[src/logic/xbpi_defs.svh]
// Constants of the external bus pin interface: offsets, fields, reset values, timing.
// Assumes inclusion by bare name from the package and the design modules.
`ifndef XBPI_DEFS_SVH
`define XBPI_DEFS_SVH

// ----------------------------------------
// Register byte offsets
// ----------------------------------------
`define XBPI_OFF_CTRL    8'h00
`define XBPI_OFF_ADDR    8'h04
`define XBPI_OFF_WDATA   8'h08
`define XBPI_OFF_RDATA   8'h0C
`define XBPI_OFF_STATUS  8'h10
`define XBPI_OFF_MASK    8'h14
`define XBPI_OFF_CONFIG  8'h18
`define XBPI_OFF_STATE   8'h1C
`define XBPI_OFF_WDOG    8'h20
`define XBPI_OFF_TIMERS  8'h24
`define XBPI_OFF_SERIAL  8'h28

// ----------------------------------------
// Fields
// ----------------------------------------
`define XBPI_CTRL_START   0
`define XBPI_CTRL_OP_LO   1
`define XBPI_CTRL_PORT_LO 4
`define XBPI_PORT_W       3
`define XBPI_OP_W         3
`define XBPI_EV_W         4
`define XBPI_EV_DONE      0
`define XBPI_EV_EXT       1
`define XBPI_EV_NMI       2
`define XBPI_EV_WDOG      3
`define XBPI_CFG_GIM      0
`define XBPI_CFG_SER_LO   1
`define XBPI_CFG_SER_ICLK 3
`define XBPI_CFG_T1_EXT   4
`define XBPI_CFG_T2_EXT   5
`define XBPI_CFG_WD_EN    6
`define XBPI_CFG_W        7
`define XBPI_SER_TXD      0
`define XBPI_SER_TXACT    1
`define XBPI_SER_CLK      2

// ----------------------------------------
// Reset values and timing
// ----------------------------------------
`define XBPI_CFG_RST      7'h01
`define XBPI_WDOG_RST     16'hFFFF
`define XBPI_SYNC_W       23
// Device reset stays asserted until the reset pin has really been sampled
`define XBPI_SYNC_RST     23'h00_0060
`define XBPI_STROBE_CYC   4
`define XBPI_CLK_DIV      4

`endif

[src/logic/xbpi_pkg.sv]
// Types shared by the external bus pin interface modules.
// Assumes xbpi_defs.svh is on the include path.
`include "xbpi_defs.svh"
package xbpi_pkg;

   // ----------------------------------------
   // Bus cycle states and operations, serial modes
   // ----------------------------------------
   typedef enum logic [2:0]
   {
      XBPI_ST_IDLE   = 3'b001,
      XBPI_ST_STROBE = 3'b010,
      XBPI_ST_DONE   = 3'b100
   } xbpi_state_t;

   typedef enum logic [2:0]
   {
      XBPI_OP_FETCH   = 3'h0,
      XBPI_OP_MEMWR   = 3'h1,
      XBPI_OP_PORTIN  = 3'h2,
      XBPI_OP_PORTOUT = 3'h3,
      XBPI_OP_PERIPH  = 3'h4
   } xbpi_op_t;

   typedef enum logic [1:0]
   {
      XBPI_SER_ASYNC = 2'h0,
      XBPI_SER_CODEC = 2'h1,
      XBPI_SER_SYNC  = 2'h2
   } xbpi_ser_t;

endpackage

[src/logic/xbpi_clkdiv.sv]
// Divider that makes the system clock output from the master clock.
// Assumes the master clock is hclk and the reset is asynchronous active low.
`timescale 1ns/1ps
`default_nettype none
`include "xbpi_defs.svh"
module xbpi_clkdiv
   import xbpi_pkg::*;
(
   input  wire logic hclk,
   input  wire logic hresetn,
   output var  logic clk_out
);

   logic [1:0] div_reg;

   // ----------------------------------------
   // Divide by four, output from a flop
   // ----------------------------------------
   always_ff @(posedge hclk or negedge hresetn)
   begin
      if (!hresetn)
      begin
         div_reg <= 2'h0;
         clk_out <= 1'b0;
      end
      else
      begin
         div_reg <= div_reg + 2'h1;
         if (div_reg == 2'(`XBPI_CLK_DIV / 2 - 1) || div_reg == 2'(`XBPI_CLK_DIV - 1))
            clk_out <= ~clk_out;
      end
   end
endmodule
`default_nettype wire

[src/logic/xbpi_top.sv]
// Device-side external bus pin interface with an AHB-Lite register slave.
// Assumes one clock hclk (also the master clock); pins from outside are synchronised here.
//
// The register offsets and the AHB-Lite slave port were decided locally.
`timescale 1ns/1ps
`default_nettype none
`include "xbpi_defs.svh"
module xbpi_top
   import xbpi_pkg::*;
#(
   parameter int ADDR_W = 12,
   parameter int DATA_W = 16
)
(
   input  wire logic              hclk,
   input  wire logic              hresetn,
   input  wire logic              hsel,
   input  wire logic [31:0]       haddr,
   input  wire logic [1:0]        htrans,
   input  wire logic              hwrite,
   input  wire logic [2:0]        hsize,
   input  wire logic              hready,
   input  wire logic [31:0]       hwdata,
   output var  logic [31:0]       hrdata,
   output wire logic              hreadyout,
   output wire logic              hresp,
   output wire logic              irq,
   output wire logic [ADDR_W-1:0] program_address_bus_o,
   output wire logic              program_address_bus_oe,
   input  wire logic [DATA_W-1:0] parallel_data_bus_i,
   output var  logic [DATA_W-1:0] parallel_data_bus_o,
   output wire logic              parallel_data_bus_oe,
   output var  logic              write_strobe_n,
   output var  logic              read_strobe_n,
   input  wire logic              ext_irq_n,
   input  wire logic              nmi_n_memory_mode_select,
   input  wire logic              reset_in_n,
   output wire logic              system_clock_out,
   input  wire logic              serial_data_i,
   output var  logic              serial_data_o,
   output var  logic              serial_data_oe,
   input  wire logic              serial_clk_i,
   output var  logic              serial_clk_o,
   output var  logic              serial_clk_oe,
   input  wire logic              timer1_or_codec_rx_clock,
   input  wire logic              timer2_or_codec_tx_clock,
   output var  logic              codec_rx_clock,
   output var  logic              codec_tx_clock,
   output var  logic              watchdog_timeout_n,
   output var  logic              fetch_external
);

   function automatic logic hit(input logic [7:0] a, input logic [7:0] off);
      hit = (a == off);
   endfunction

   // ----------------------------------------
   // Pin synchronisers
   // ----------------------------------------
   logic [`XBPI_SYNC_W-1:0] sync1_reg;
   logic [`XBPI_SYNC_W-1:0] sync2_reg;
   logic [DATA_W-1:0]       din_s;
   logic                    ext_s;
   logic                    nmi_s;
   logic                    rst_s;
   logic                    sdat_s;
   logic                    sclk_s;
   logic                    t1_s;
   logic                    t2_s;

   always_ff @(posedge hclk or negedge hresetn)
   begin
      if (!hresetn)
      begin
         sync1_reg <= `XBPI_SYNC_RST;
         sync2_reg <= `XBPI_SYNC_RST;
      end
      else
      begin
         sync1_reg <= {parallel_data_bus_i, ext_irq_n, nmi_n_memory_mode_select, reset_in_n,
                       serial_data_i, serial_clk_i, timer1_or_codec_rx_clock,
                       timer2_or_codec_tx_clock};
         sync2_reg <= sync1_reg;
      end
   end

   assign {din_s, ext_s, nmi_s, rst_s, sdat_s, sclk_s, t1_s, t2_s} = sync2_reg;

   logic dev_rst;
   assign dev_rst = ~rst_s;

   // ----------------------------------------
   // AHB-Lite slave, zero wait states
   // ----------------------------------------
   logic       wr_pend_reg;
   logic [7:0] wr_addr_reg;
   logic       acc;
   logic       wr_en;

   assign acc       = hsel & hready & htrans[1];
   assign hreadyout = 1'b1;
   assign hresp     = 1'b0;
   assign wr_en     = wr_pend_reg;

   always_ff @(posedge hclk or negedge hresetn)
   begin
      if (!hresetn)
      begin
         wr_pend_reg <= 1'b0;
         wr_addr_reg <= 8'h00;
      end
      else
      begin
         wr_pend_reg <= acc & hwrite;
         wr_addr_reg <= haddr[7:0];
      end
   end

   // ----------------------------------------
   // Software registers
   // ----------------------------------------
   logic [`XBPI_CFG_W-1:0]  cfg_reg;
   logic [DATA_W-1:0]       wdata_reg;
   logic [DATA_W-1:0]       rdata_reg;
   logic [`XBPI_EV_W-1:0]   status_reg;
   logic [`XBPI_EV_W-1:0]   mask_reg;
   logic [2:0]              ser_reg;
   xbpi_ser_t               ser_mode;
   logic                    gim;

   assign ser_mode = xbpi_ser_t'(cfg_reg[`XBPI_CFG_SER_LO +: 2]);
   assign gim      = cfg_reg[`XBPI_CFG_GIM];

   always_ff @(posedge hclk or negedge hresetn)
   begin
      if (!hresetn)
      begin
         cfg_reg   <= `XBPI_CFG_RST;
         wdata_reg <= '0;
         mask_reg  <= '0;
         ser_reg   <= 3'h0;
      end
      else if (wr_en)
      begin
         if (hit(wr_addr_reg, `XBPI_OFF_CONFIG))
            cfg_reg <= hwdata[`XBPI_CFG_W-1:0];
         if (hit(wr_addr_reg, `XBPI_OFF_WDATA))
            wdata_reg <= hwdata[DATA_W-1:0];
         if (hit(wr_addr_reg, `XBPI_OFF_MASK))
            mask_reg <= hwdata[`XBPI_EV_W-1:0];
         if (hit(wr_addr_reg, `XBPI_OFF_SERIAL))
            ser_reg <= hwdata[2:0];
      end
   end

   // ----------------------------------------
   // Reset and memory mode
   // ----------------------------------------
   logic mode_int_reg;

   always_ff @(posedge hclk or negedge hresetn)
   begin
      if (!hresetn)
         mode_int_reg <= 1'b1;
      else if (dev_rst)
         mode_int_reg <= nmi_s;
   end

   assign fetch_external = ~mode_int_reg;

   // ----------------------------------------
   // Bus cycle engine
   // ----------------------------------------
   xbpi_state_t      state_reg;
   xbpi_op_t         op_reg;
   logic [2:0]       port_reg;
   logic [2:0]       cnt_reg;
   logic [ADDR_W-1:0] pc_reg;
   logic             start;
   logic             is_port;
   logic             is_write;
   logic             last;

   // Commands that arrive while busy or in reset are dropped, not queued
   assign start    = wr_en & hit(wr_addr_reg, `XBPI_OFF_CTRL) & hwdata[`XBPI_CTRL_START]
                     & (state_reg == XBPI_ST_IDLE) & ~dev_rst;
   assign is_port  = (op_reg == XBPI_OP_PORTIN) | (op_reg == XBPI_OP_PORTOUT);
   assign is_write = (op_reg == XBPI_OP_MEMWR) | (op_reg == XBPI_OP_PORTOUT);
   assign last     = (state_reg == XBPI_ST_STROBE) & (cnt_reg == 3'(`XBPI_STROBE_CYC - 1));

   always_ff @(posedge hclk or negedge hresetn)
   begin
      if (!hresetn)
      begin
         state_reg <= XBPI_ST_IDLE;
         op_reg    <= XBPI_OP_FETCH;
         port_reg  <= 3'h0;
         cnt_reg   <= 3'h0;
      end
      else if (dev_rst)
      begin
         state_reg <= XBPI_ST_IDLE;
         cnt_reg   <= 3'h0;
      end
      else
      begin
         case (state_reg)
            XBPI_ST_IDLE:
            begin
               cnt_reg <= 3'h0;
               if (start)
               begin
                  op_reg    <= xbpi_op_t'(hwdata[`XBPI_CTRL_OP_LO +: `XBPI_OP_W]);
                  port_reg  <= hwdata[`XBPI_CTRL_PORT_LO +: `XBPI_PORT_W];
                  state_reg <= XBPI_ST_STROBE;
               end
            end
            XBPI_ST_STROBE:
            begin
               cnt_reg <= cnt_reg + 3'h1;
               if (last)
                  state_reg <= XBPI_ST_DONE;
            end
            XBPI_ST_DONE:
               state_reg <= XBPI_ST_IDLE;
            default:
               state_reg <= XBPI_ST_IDLE;
         endcase
      end
   end

   always_ff @(posedge hclk or negedge hresetn)
   begin
      if (!hresetn)
         pc_reg <= '0;
      else if (dev_rst)
         pc_reg <= '0;
      else if (wr_en & hit(wr_addr_reg, `XBPI_OFF_ADDR) & (state_reg == XBPI_ST_IDLE))
         pc_reg <= hwdata[ADDR_W-1:0];
      else if (last & (op_reg == XBPI_OP_FETCH))
         pc_reg <= pc_reg + ADDR_W'(1);
   end

   // Strobes and data bus, all from flops
   always_ff @(posedge hclk or negedge hresetn)
   begin
      if (!hresetn)
      begin
         write_strobe_n      <= 1'b1;
         read_strobe_n       <= 1'b1;
         parallel_data_bus_o <= '0;
         rdata_reg           <= '0;
      end
      else
      begin
         write_strobe_n <= ~((state_reg == XBPI_ST_IDLE) & start & ~dev_rst
                           & ((hwdata[`XBPI_CTRL_OP_LO +: `XBPI_OP_W] == XBPI_OP_MEMWR)
                           | (hwdata[`XBPI_CTRL_OP_LO +: `XBPI_OP_W] == XBPI_OP_PORTOUT))
                           | (state_reg == XBPI_ST_STROBE) & ~last & is_write & ~dev_rst);
         read_strobe_n  <= ~((state_reg == XBPI_ST_IDLE) & start & ~dev_rst
                           & ((hwdata[`XBPI_CTRL_OP_LO +: `XBPI_OP_W] == XBPI_OP_FETCH)
                           | (hwdata[`XBPI_CTRL_OP_LO +: `XBPI_OP_W] == XBPI_OP_PORTIN))
                           | (state_reg == XBPI_ST_STROBE) & ~last & ~is_write
                           & (op_reg != XBPI_OP_PERIPH) & ~dev_rst);
         if (start)
            parallel_data_bus_o <= wdata_reg;
         // Data seen two cycles late through the synchroniser
         if (last & ~is_write & (op_reg != XBPI_OP_PERIPH))
            rdata_reg <= din_s;
      end
   end

   logic periph_wr;
   assign periph_wr = (state_reg == XBPI_ST_STROBE) & (op_reg == XBPI_OP_PERIPH);

   assign parallel_data_bus_oe  = ~write_strobe_n | periph_wr;
   assign program_address_bus_oe = ~dev_rst;
   assign program_address_bus_o  = (state_reg == XBPI_ST_STROBE) & is_port
                                   ? {{(ADDR_W-`XBPI_PORT_W){1'b1}}, port_reg}
                                   : pc_reg;

   // ----------------------------------------
   // Watchdog and timers
   // ----------------------------------------
   logic [15:0] wdog_reg;
   logic [15:0] t1_reg;
   logic [15:0] t2_reg;
   logic        t1_prev_reg;
   logic        t2_prev_reg;
   logic        wd_en;
   logic        wd_evt;

   assign wd_en  = cfg_reg[`XBPI_CFG_WD_EN];
   assign wd_evt = wd_en & (wdog_reg == 16'h0001)
                   & ~(wr_en & hit(wr_addr_reg, `XBPI_OFF_WDOG));

   always_ff @(posedge hclk or negedge hresetn)
   begin
      if (!hresetn)
      begin
         wdog_reg           <= `XBPI_WDOG_RST;
         watchdog_timeout_n <= 1'b1;
      end
      else if (wr_en & hit(wr_addr_reg, `XBPI_OFF_WDOG))
      begin
         wdog_reg           <= hwdata[15:0];
         watchdog_timeout_n <= 1'b1;
      end
      else if (wd_en & (wdog_reg != 16'h0000))
      begin
         wdog_reg <= wdog_reg - 16'h0001;
         if (wd_evt)
            watchdog_timeout_n <= 1'b0;
      end
   end

   always_ff @(posedge hclk or negedge hresetn)
   begin
      if (!hresetn)
      begin
         t1_reg      <= 16'h0000;
         t2_reg      <= 16'h0000;
         t1_prev_reg <= 1'b0;
         t2_prev_reg <= 1'b0;
      end
      else
      begin
         t1_prev_reg <= t1_s;
         t2_prev_reg <= t2_s;
         if (~cfg_reg[`XBPI_CFG_T1_EXT] | (t1_s & ~t1_prev_reg))
            t1_reg <= t1_reg + 16'h0001;
         if (~cfg_reg[`XBPI_CFG_T2_EXT] | (t2_s & ~t2_prev_reg))
            t2_reg <= t2_reg + 16'h0001;
      end
   end

   // ----------------------------------------
   // Serial pin sharing
   // ----------------------------------------
   always_ff @(posedge hclk or negedge hresetn)
   begin
      if (!hresetn)
      begin
         serial_data_o  <= 1'b0;
         serial_data_oe <= 1'b0;
         serial_clk_o   <= 1'b1;
         serial_clk_oe  <= 1'b0;
         codec_rx_clock <= 1'b0;
         codec_tx_clock <= 1'b0;
      end
      else
      begin
         serial_data_o  <= ser_reg[`XBPI_SER_TXD];
         serial_data_oe <= (ser_mode == XBPI_SER_SYNC) & ser_reg[`XBPI_SER_TXACT];
         serial_clk_o   <= (ser_mode == XBPI_SER_SYNC) ? ser_reg[`XBPI_SER_CLK]
                                                       : ser_reg[`XBPI_SER_TXD];
         serial_clk_oe  <= (ser_mode != XBPI_SER_SYNC) | cfg_reg[`XBPI_CFG_SER_ICLK];
         codec_rx_clock <= (ser_mode == XBPI_SER_CODEC) & t1_s;
         codec_tx_clock <= (ser_mode == XBPI_SER_CODEC) & t2_s;
      end
   end

   // ----------------------------------------
   // Interrupt status, set wins over clear
   // ----------------------------------------
   logic                  nmi_prev_reg;
   logic [`XBPI_EV_W-1:0] ev;
   logic [`XBPI_EV_W-1:0] clr;

   always_ff @(posedge hclk or negedge hresetn)
   begin
      if (!hresetn)
         nmi_prev_reg <= 1'b1;
      else
         nmi_prev_reg <= nmi_s;
   end

   always_comb
   begin
      ev                = '0;
      ev[`XBPI_EV_DONE] = (state_reg == XBPI_ST_DONE);
      ev[`XBPI_EV_EXT]  = ~ext_s & ~dev_rst;
      ev[`XBPI_EV_NMI]  = ~nmi_s & nmi_prev_reg & ~dev_rst;
      ev[`XBPI_EV_WDOG] = wd_evt;
   end

   assign clr = (wr_en & hit(wr_addr_reg, `XBPI_OFF_STATUS)) ? hwdata[`XBPI_EV_W-1:0] : '0;

   always_ff @(posedge hclk or negedge hresetn)
   begin
      if (!hresetn)
         status_reg <= '0;
      else
         status_reg <= (status_reg & ~clr) | ev;
   end

   // Global mask gates only the maskable external request
   assign irq = |(status_reg & mask_reg & ~(`XBPI_EV_W'(gim) << `XBPI_EV_EXT));

   // ----------------------------------------
   // Read data, registered in the address phase
   // ----------------------------------------
   always_ff @(posedge hclk or negedge hresetn)
   begin
      if (!hresetn)
         hrdata <= 32'h0000_0000;
      else if (acc & ~hwrite)
      begin
         hrdata <= 32'h0000_0000;
         if (hit(haddr[7:0], `XBPI_OFF_ADDR))
            hrdata <= 32'(pc_reg);
         if (hit(haddr[7:0], `XBPI_OFF_WDATA))
            hrdata <= 32'(wdata_reg);
         if (hit(haddr[7:0], `XBPI_OFF_RDATA))
            hrdata <= 32'(rdata_reg);
         if (hit(haddr[7:0], `XBPI_OFF_STATUS))
            hrdata <= 32'(status_reg);
         if (hit(haddr[7:0], `XBPI_OFF_MASK))
            hrdata <= 32'(mask_reg);
         if (hit(haddr[7:0], `XBPI_OFF_CONFIG))
            hrdata <= 32'(cfg_reg);
         if (hit(haddr[7:0], `XBPI_OFF_STATE))
            hrdata <= 32'({state_reg != XBPI_ST_IDLE, dev_rst, mode_int_reg});
         if (hit(haddr[7:0], `XBPI_OFF_WDOG))
            hrdata <= 32'(wdog_reg);
         if (hit(haddr[7:0], `XBPI_OFF_TIMERS))
            hrdata <= {t2_reg, t1_reg};
         if (hit(haddr[7:0], `XBPI_OFF_SERIAL))
            hrdata <= 32'({sclk_s, sdat_s});
      end
   end

   xbpi_clkdiv u_clkdiv
   (
      .hclk    (hclk),
      .hresetn (hresetn),
      .clk_out (system_clock_out)
   );
endmodule
`default_nettype wire

[config.mk]
export PLATFORM = sky130hd
export DESIGN_NAME = xbpi_top
export DESIGN_NICKNAME = d
export VERILOG_FILES = /design/src/logic/xbpi_pkg.sv /design/src/logic/xbpi_clkdiv.sv /design/src/logic/xbpi_top.sv
export VERILOG_INCLUDE_DIRS = /design/src /design/src/logic
export SDC_FILE = /design/constraint.sdc
export NUM_CORES = 1
export LEC_CHECK = 0
export ABC_AREA = 1
export BUFFER_PORTS_ARGS = -buffer_cell sky130_fd_sc_hd__buf_2
export CAP_MARGIN = 10
export CORE_MARGIN = 5
export CORE_UTILIZATION = 40
export CTS_CLUSTER_SIZE = 28
export DETAILED_ROUTE_END_ITERATION = 7
export PLACE_DENSITY_LB_ADDON = 0.1
export SYNTH_ARGS = -nofsm -noshare
export SYNTH_HDL_FRONTEND = slang
export SYNTH_SLANG_ARGS = --single-unit
[constraint.sdc]
create_clock -name hclk -period 3.9 [get_ports hclk]
set_input_delay 0.78 -clock hclk [delete_from_list [all_inputs] [get_ports hclk]]
set_output_delay 0.78 -clock hclk [all_outputs]
set_load 0.01 [all_outputs]
### Word-level counts from Yosys, hierarchy flattened

Index checks and enable logic that the tools add are counted.

* add/subtract/negate cells: 6
* equal/unequal tests: 40
* mux-type cells: 27
* bitwise operators: 71
* reduce and logical (&&, ||, !) cells: 15

Operators by type and width (count)
* $mux W16: 9
* $mux W32: 2
* $mux W12: 5
* $eq A8 B5 Y1 const B: 7
* $eq A8 B6 Y1 const B: 5
* $and A1 B1 Y1: 39
* $add A16 B1 Y16 const B: 2
* $eq A8 B4 Y1 const B: 3
* $eq A3 B2 Y1 const B: 6
* $eq A16 B1 Y1 const B: 1
* $eq A8 B3 Y1 const B: 2
* $not A1 Y1: 16
* $reduce_bool A16 Y1: 1
* $sub A16 B1 Y16 const B: 1
* $add A12 B1 Y12 const B: 1
* $and A4 B4 Y4: 3
* $mux W3: 4
* $pmux W3 S2: 2
* $reduce_and A2 Y1: 6
* $or A1 B1 Y1: 10
* $eq A3 B1 Y1 const B: 3
* $ne A3 B1 Y1 const B: 3
* $ne A3 B3 Y1 const B: 3
* $logic_not A8 Y1: 1
* 16 further kinds: 24

* flip-flop bits (word level): 241
* input bits: 97
* logic and storage cells: 194

### Longest topological paths before layout

* word-level depth: 11
* gate-level depth with buffers: 13
* mapped depth without buffers: 13

### Modules after synthesis

From an unflattened synthesis, not the netlist that was laid out.

* cells, all modules: 1131
* area, all modules: 10696.5 sq um

By module, submodules not included
* xbpi_top: times used 1, cells an instance 1118, area an instance 10565.1 sq um
* xbpi_clkdiv: times used 1, cells an instance 13, area an instance 131.4 sq um

### Least setup slack after synthesis

OpenSTA, ideal clock, no wires.

* path kind: reg2out
* start: reg state_reg[2]
* end: out program_address_bus_o[2]
* arrival time: 1255 ps
* required time: 3120 ps
* path slack: 1865 ps
* cell stages (with the launch flop): 7
* cell sequence: dfrtp_1 -> inv_1 -> nand3_1 -> inv_1 -> nand3_1 -> buf_2 -> a21oi_1

* word-level cells in the longest chain between the ends: 3

RTL lines
* start, declared: line xbpi_top.sv:174 `xbpi_state_t state_reg;`
* start signal, assigned: line xbpi_top.sv:195 `state_reg <= XBPI_ST_IDLE;`
* start signal, assigned: line xbpi_top.sv:202 `state_reg <= XBPI_ST_IDLE;`
* start signal, assigned: line xbpi_top.sv:215 `state_reg <= XBPI_ST_STROBE;`
* $eq A3 B2 Y1: line xbpi_top.sv:278 `assign program_address_bus_o = (state_reg == XBPI_ST_STROBE) & is_port`
* $and A1 B1 Y1: line xbpi_top.sv:278
* $mux W12: line xbpi_top.sv:278
* end, declared: line xbpi_top.sv:28 `output wire logic [ADDR_W-1:0] program_address_bus_o,`

Every way passes these cells.

### Worst setup path in the final report

Same ends and word-level chain as after synthesis.

==> metrics <==
final slew viol count 0; total track usage 0.175; tightest hold margin 0.311 ns; initial antenna violation count 0; critical path, cell by cell inv_1 > nand3_1 > inv_1 > nand3_1 > a21oi_1 > buf_2; post-synthesis register bit count 241; core area 26,100 um^2; final worst setup slack 0.891 ns; root buffer cell clkbuf_16; Distinct cells, synth 40; Register Area 6070 um^2; clk sinks 241; iteration-0 DRC count of the detailed router 471; Post-CTS Setup Bufs 0; layout cells sized above 1 0.219; DP Cell Count 1,573; Max stage delay cell, worst path nand3_1; CP Capture Type output port; Yosys top cell by area dfrtp_1; Post-Synth Adder-Cell Area 0.0106; Worst setup SP type flop; Hold Crit Class in -> async; Compound-Gate Fraction of Synth Area 0.0931; die area 30,000 um^2; minimum clock period 3.01 ns; Worst Path Required 3.12 ns; Post-Syn Area 10,600 um^2; XOR/XNOR share of the synthesized area 0.0354; CTS buffer count 28; Layout area overhead 18.9%; Die Y 173 um; clock skew 0.0134 ns; status completed; Post-synth EDFFs 0; CP Buf/Inv Count 3; clock group share of total power 0.453; first-pass GRT wire length 43.3 mm; switch share 0.241; Routed WL 26.2 mm; Synthesis Warnings 0; crit-path max FO 15; fin cells 1,625; sequential share of the synthesized area 0.570; Static Leakage 6.48 nW; worst-case clock buffer depth 3; Largest register FFs 32; P per Cell Area 493 nW/um^2; die extent in x 173 um; Initial Util 0.407; critical path arrival 2.23 ns; sequential power share 0.460; Post-synth top cells 273 x nand2_1, 213 x dfrtp_1, 131 x inv_1; Design Area, Final 12,700 um^2; Fin Setup TNS 0 ns; Antenna Nets Post-Route 0; MaxCap Viol Count 0; Gate Count Post-Synth 1,136; NetSw 1.51 mW; Synth Area in Simple Gates 0.204; # setup viols final 0; drt drc 0; vias per cell 4.89; input/output buffers 126; Tcrit/Tclk final 0.772; GPL Wtd Cong 0.856; ys flop type dfrtp_1; syn_nets 1,242; largest stage delay on the critical path 0.42 ns; PostCTS Resize Cnt 0; DR pass1 iterations 5; maximum VDD drop 328 uV; WL/cell 16.1 um; number of H-tree levels 1; most common cell in the netlist nand2_1; CTS tree done; pin count of the biggest net entering global routing 101; worst skew pair latency 0.53 ns; RSZ-0062 raised after global routing no; share of the synthesized area in the top cell type 0.501; Setup WS pre-CTS 1.17 ns; ant diodes 0; row count 59; DR vias 7,947; I/O pins 173; Int Power 4.74 mW; main combinational cell family by area after synthesis simple AND/OR/NAND/NOR gates; dpl cell area 11,600 um^2; mux cell area share after synthesis 0.0208; synth top area cells dfrtp_1 50%, nand2_1 9.6%, dfstp_2 6.9%; cell family with most CP delay simple AND/OR/NAND/NOR gates; DP HPWL 19.1 mm; Setup CP Type reg -> out; Fin. Hold Viols 0; Gate power share 0.087; Max transition margin 0.291; total congestion overflow 0; Fillers 2,581; Achievable Freq 0.332 GHz; final core occ 0.484; multi-input logic area 3880 um^2; cts hold-fix bufs 0; number of global-route vias before repair 7,834; ys async rst share 1.00; Worst-Margin Slew 1.06 ns; Final Power 6.24 mW; Final nets 1,374; Syn Area/Cell 9.37 um^2; Worst-path clk slew 0.06 ns
-- worst register-to-register path: cells and delay by family, from the launching register on --
family	cells	cell delay (ns)
mux	1	0.53
flops	1	0.53
simple gates	3	0.78
buf+inv	2	0.17
-- kinds of logic after synthesis --
| family | count (synthesis) |
|---|---|
| other | 2 |
| and+or+nand+nor | 473 |
| buffers and inverters | 174 |
| xor gates and xnor gates | 43 |
| adders and majority gates | 9 |
| muxes | 18 |
| DFF | 241 |
| AOI/OAI and AO/OA | 176 |
-- layer usage --
layer  routed length [um]  global-route usage  vias up
met5                    0                   0        -
met4                  520              0.0372        0
met3                 1200              0.0271       37
met2                11700               0.271      167
met1                12900               0.263     3797
li1                     -                   -     3946
-- power groups by stage --
stage	Combinational, mW	Sequential (mW)	Clock (mW)
after floorplan	0.368	2.87	0
after detailed placement	0.554	2.91	0
after global placement	0.546	2.91	0
final	0.545	2.87	2.83
after global routing	0.632	2.90	3.01
after CTS	0.558	2.87	2.91
-- cell type report --
cell class | count | area share
tap | 335 | 0.0331
clock inverter | 10 | 0.0143
timing repair buffer | 133 | 0.0577
clock buffer | 42 | 0.0667
inverter | 143 | 0.0424
multi-input combinational | 721 | 0.307
sequential | 241 | 0.479
-- worst paths after layout --
| check | cells after the start | end | slack [ns] | from |
|---|---|---|---|---|
| setup / recovery | 6 | program_address_bus_o[2] | 0.89 | state_reg[2] |
| hold / removal | 1 | serial_data_o | 0.31 | hresetn |
| setup reg to reg | 6 | parallel_data_bus_o[5] | 1.79 | state_reg[0] |
| hold reg to reg | 0 | sync2_reg[22] | 0.35 | sync1_reg[22] |
| max in group asynchronous | 2 | wdog_reg[13] | 2.80 | hresetn |
| min in group hclk | 0 | sync2_reg[22] | 0.35 | sync1_reg[22] |
-- cell usage in the layout, fill, tap and decap left out, types with 13 or more instances in the layout --
cell type  Yosys  routed
mux2_2        13      13
nor3_1        16      16
o211ai_1      13      13
nand3_1       65      65
o21ai_0       84      84
a21oi_1       42      42
nand4_1       17      17
inv_1        131     131
nand2_1      273     273
clkbuf_16      0      29
buf_2         11     125
dfstp_2       28      28
nor2_1        57      57
o22ai_1       13      13
xor2_1        39      39
dfrtp_1      213     213
o31ai_1       17      17
Power figures use the tool's default switching activity.
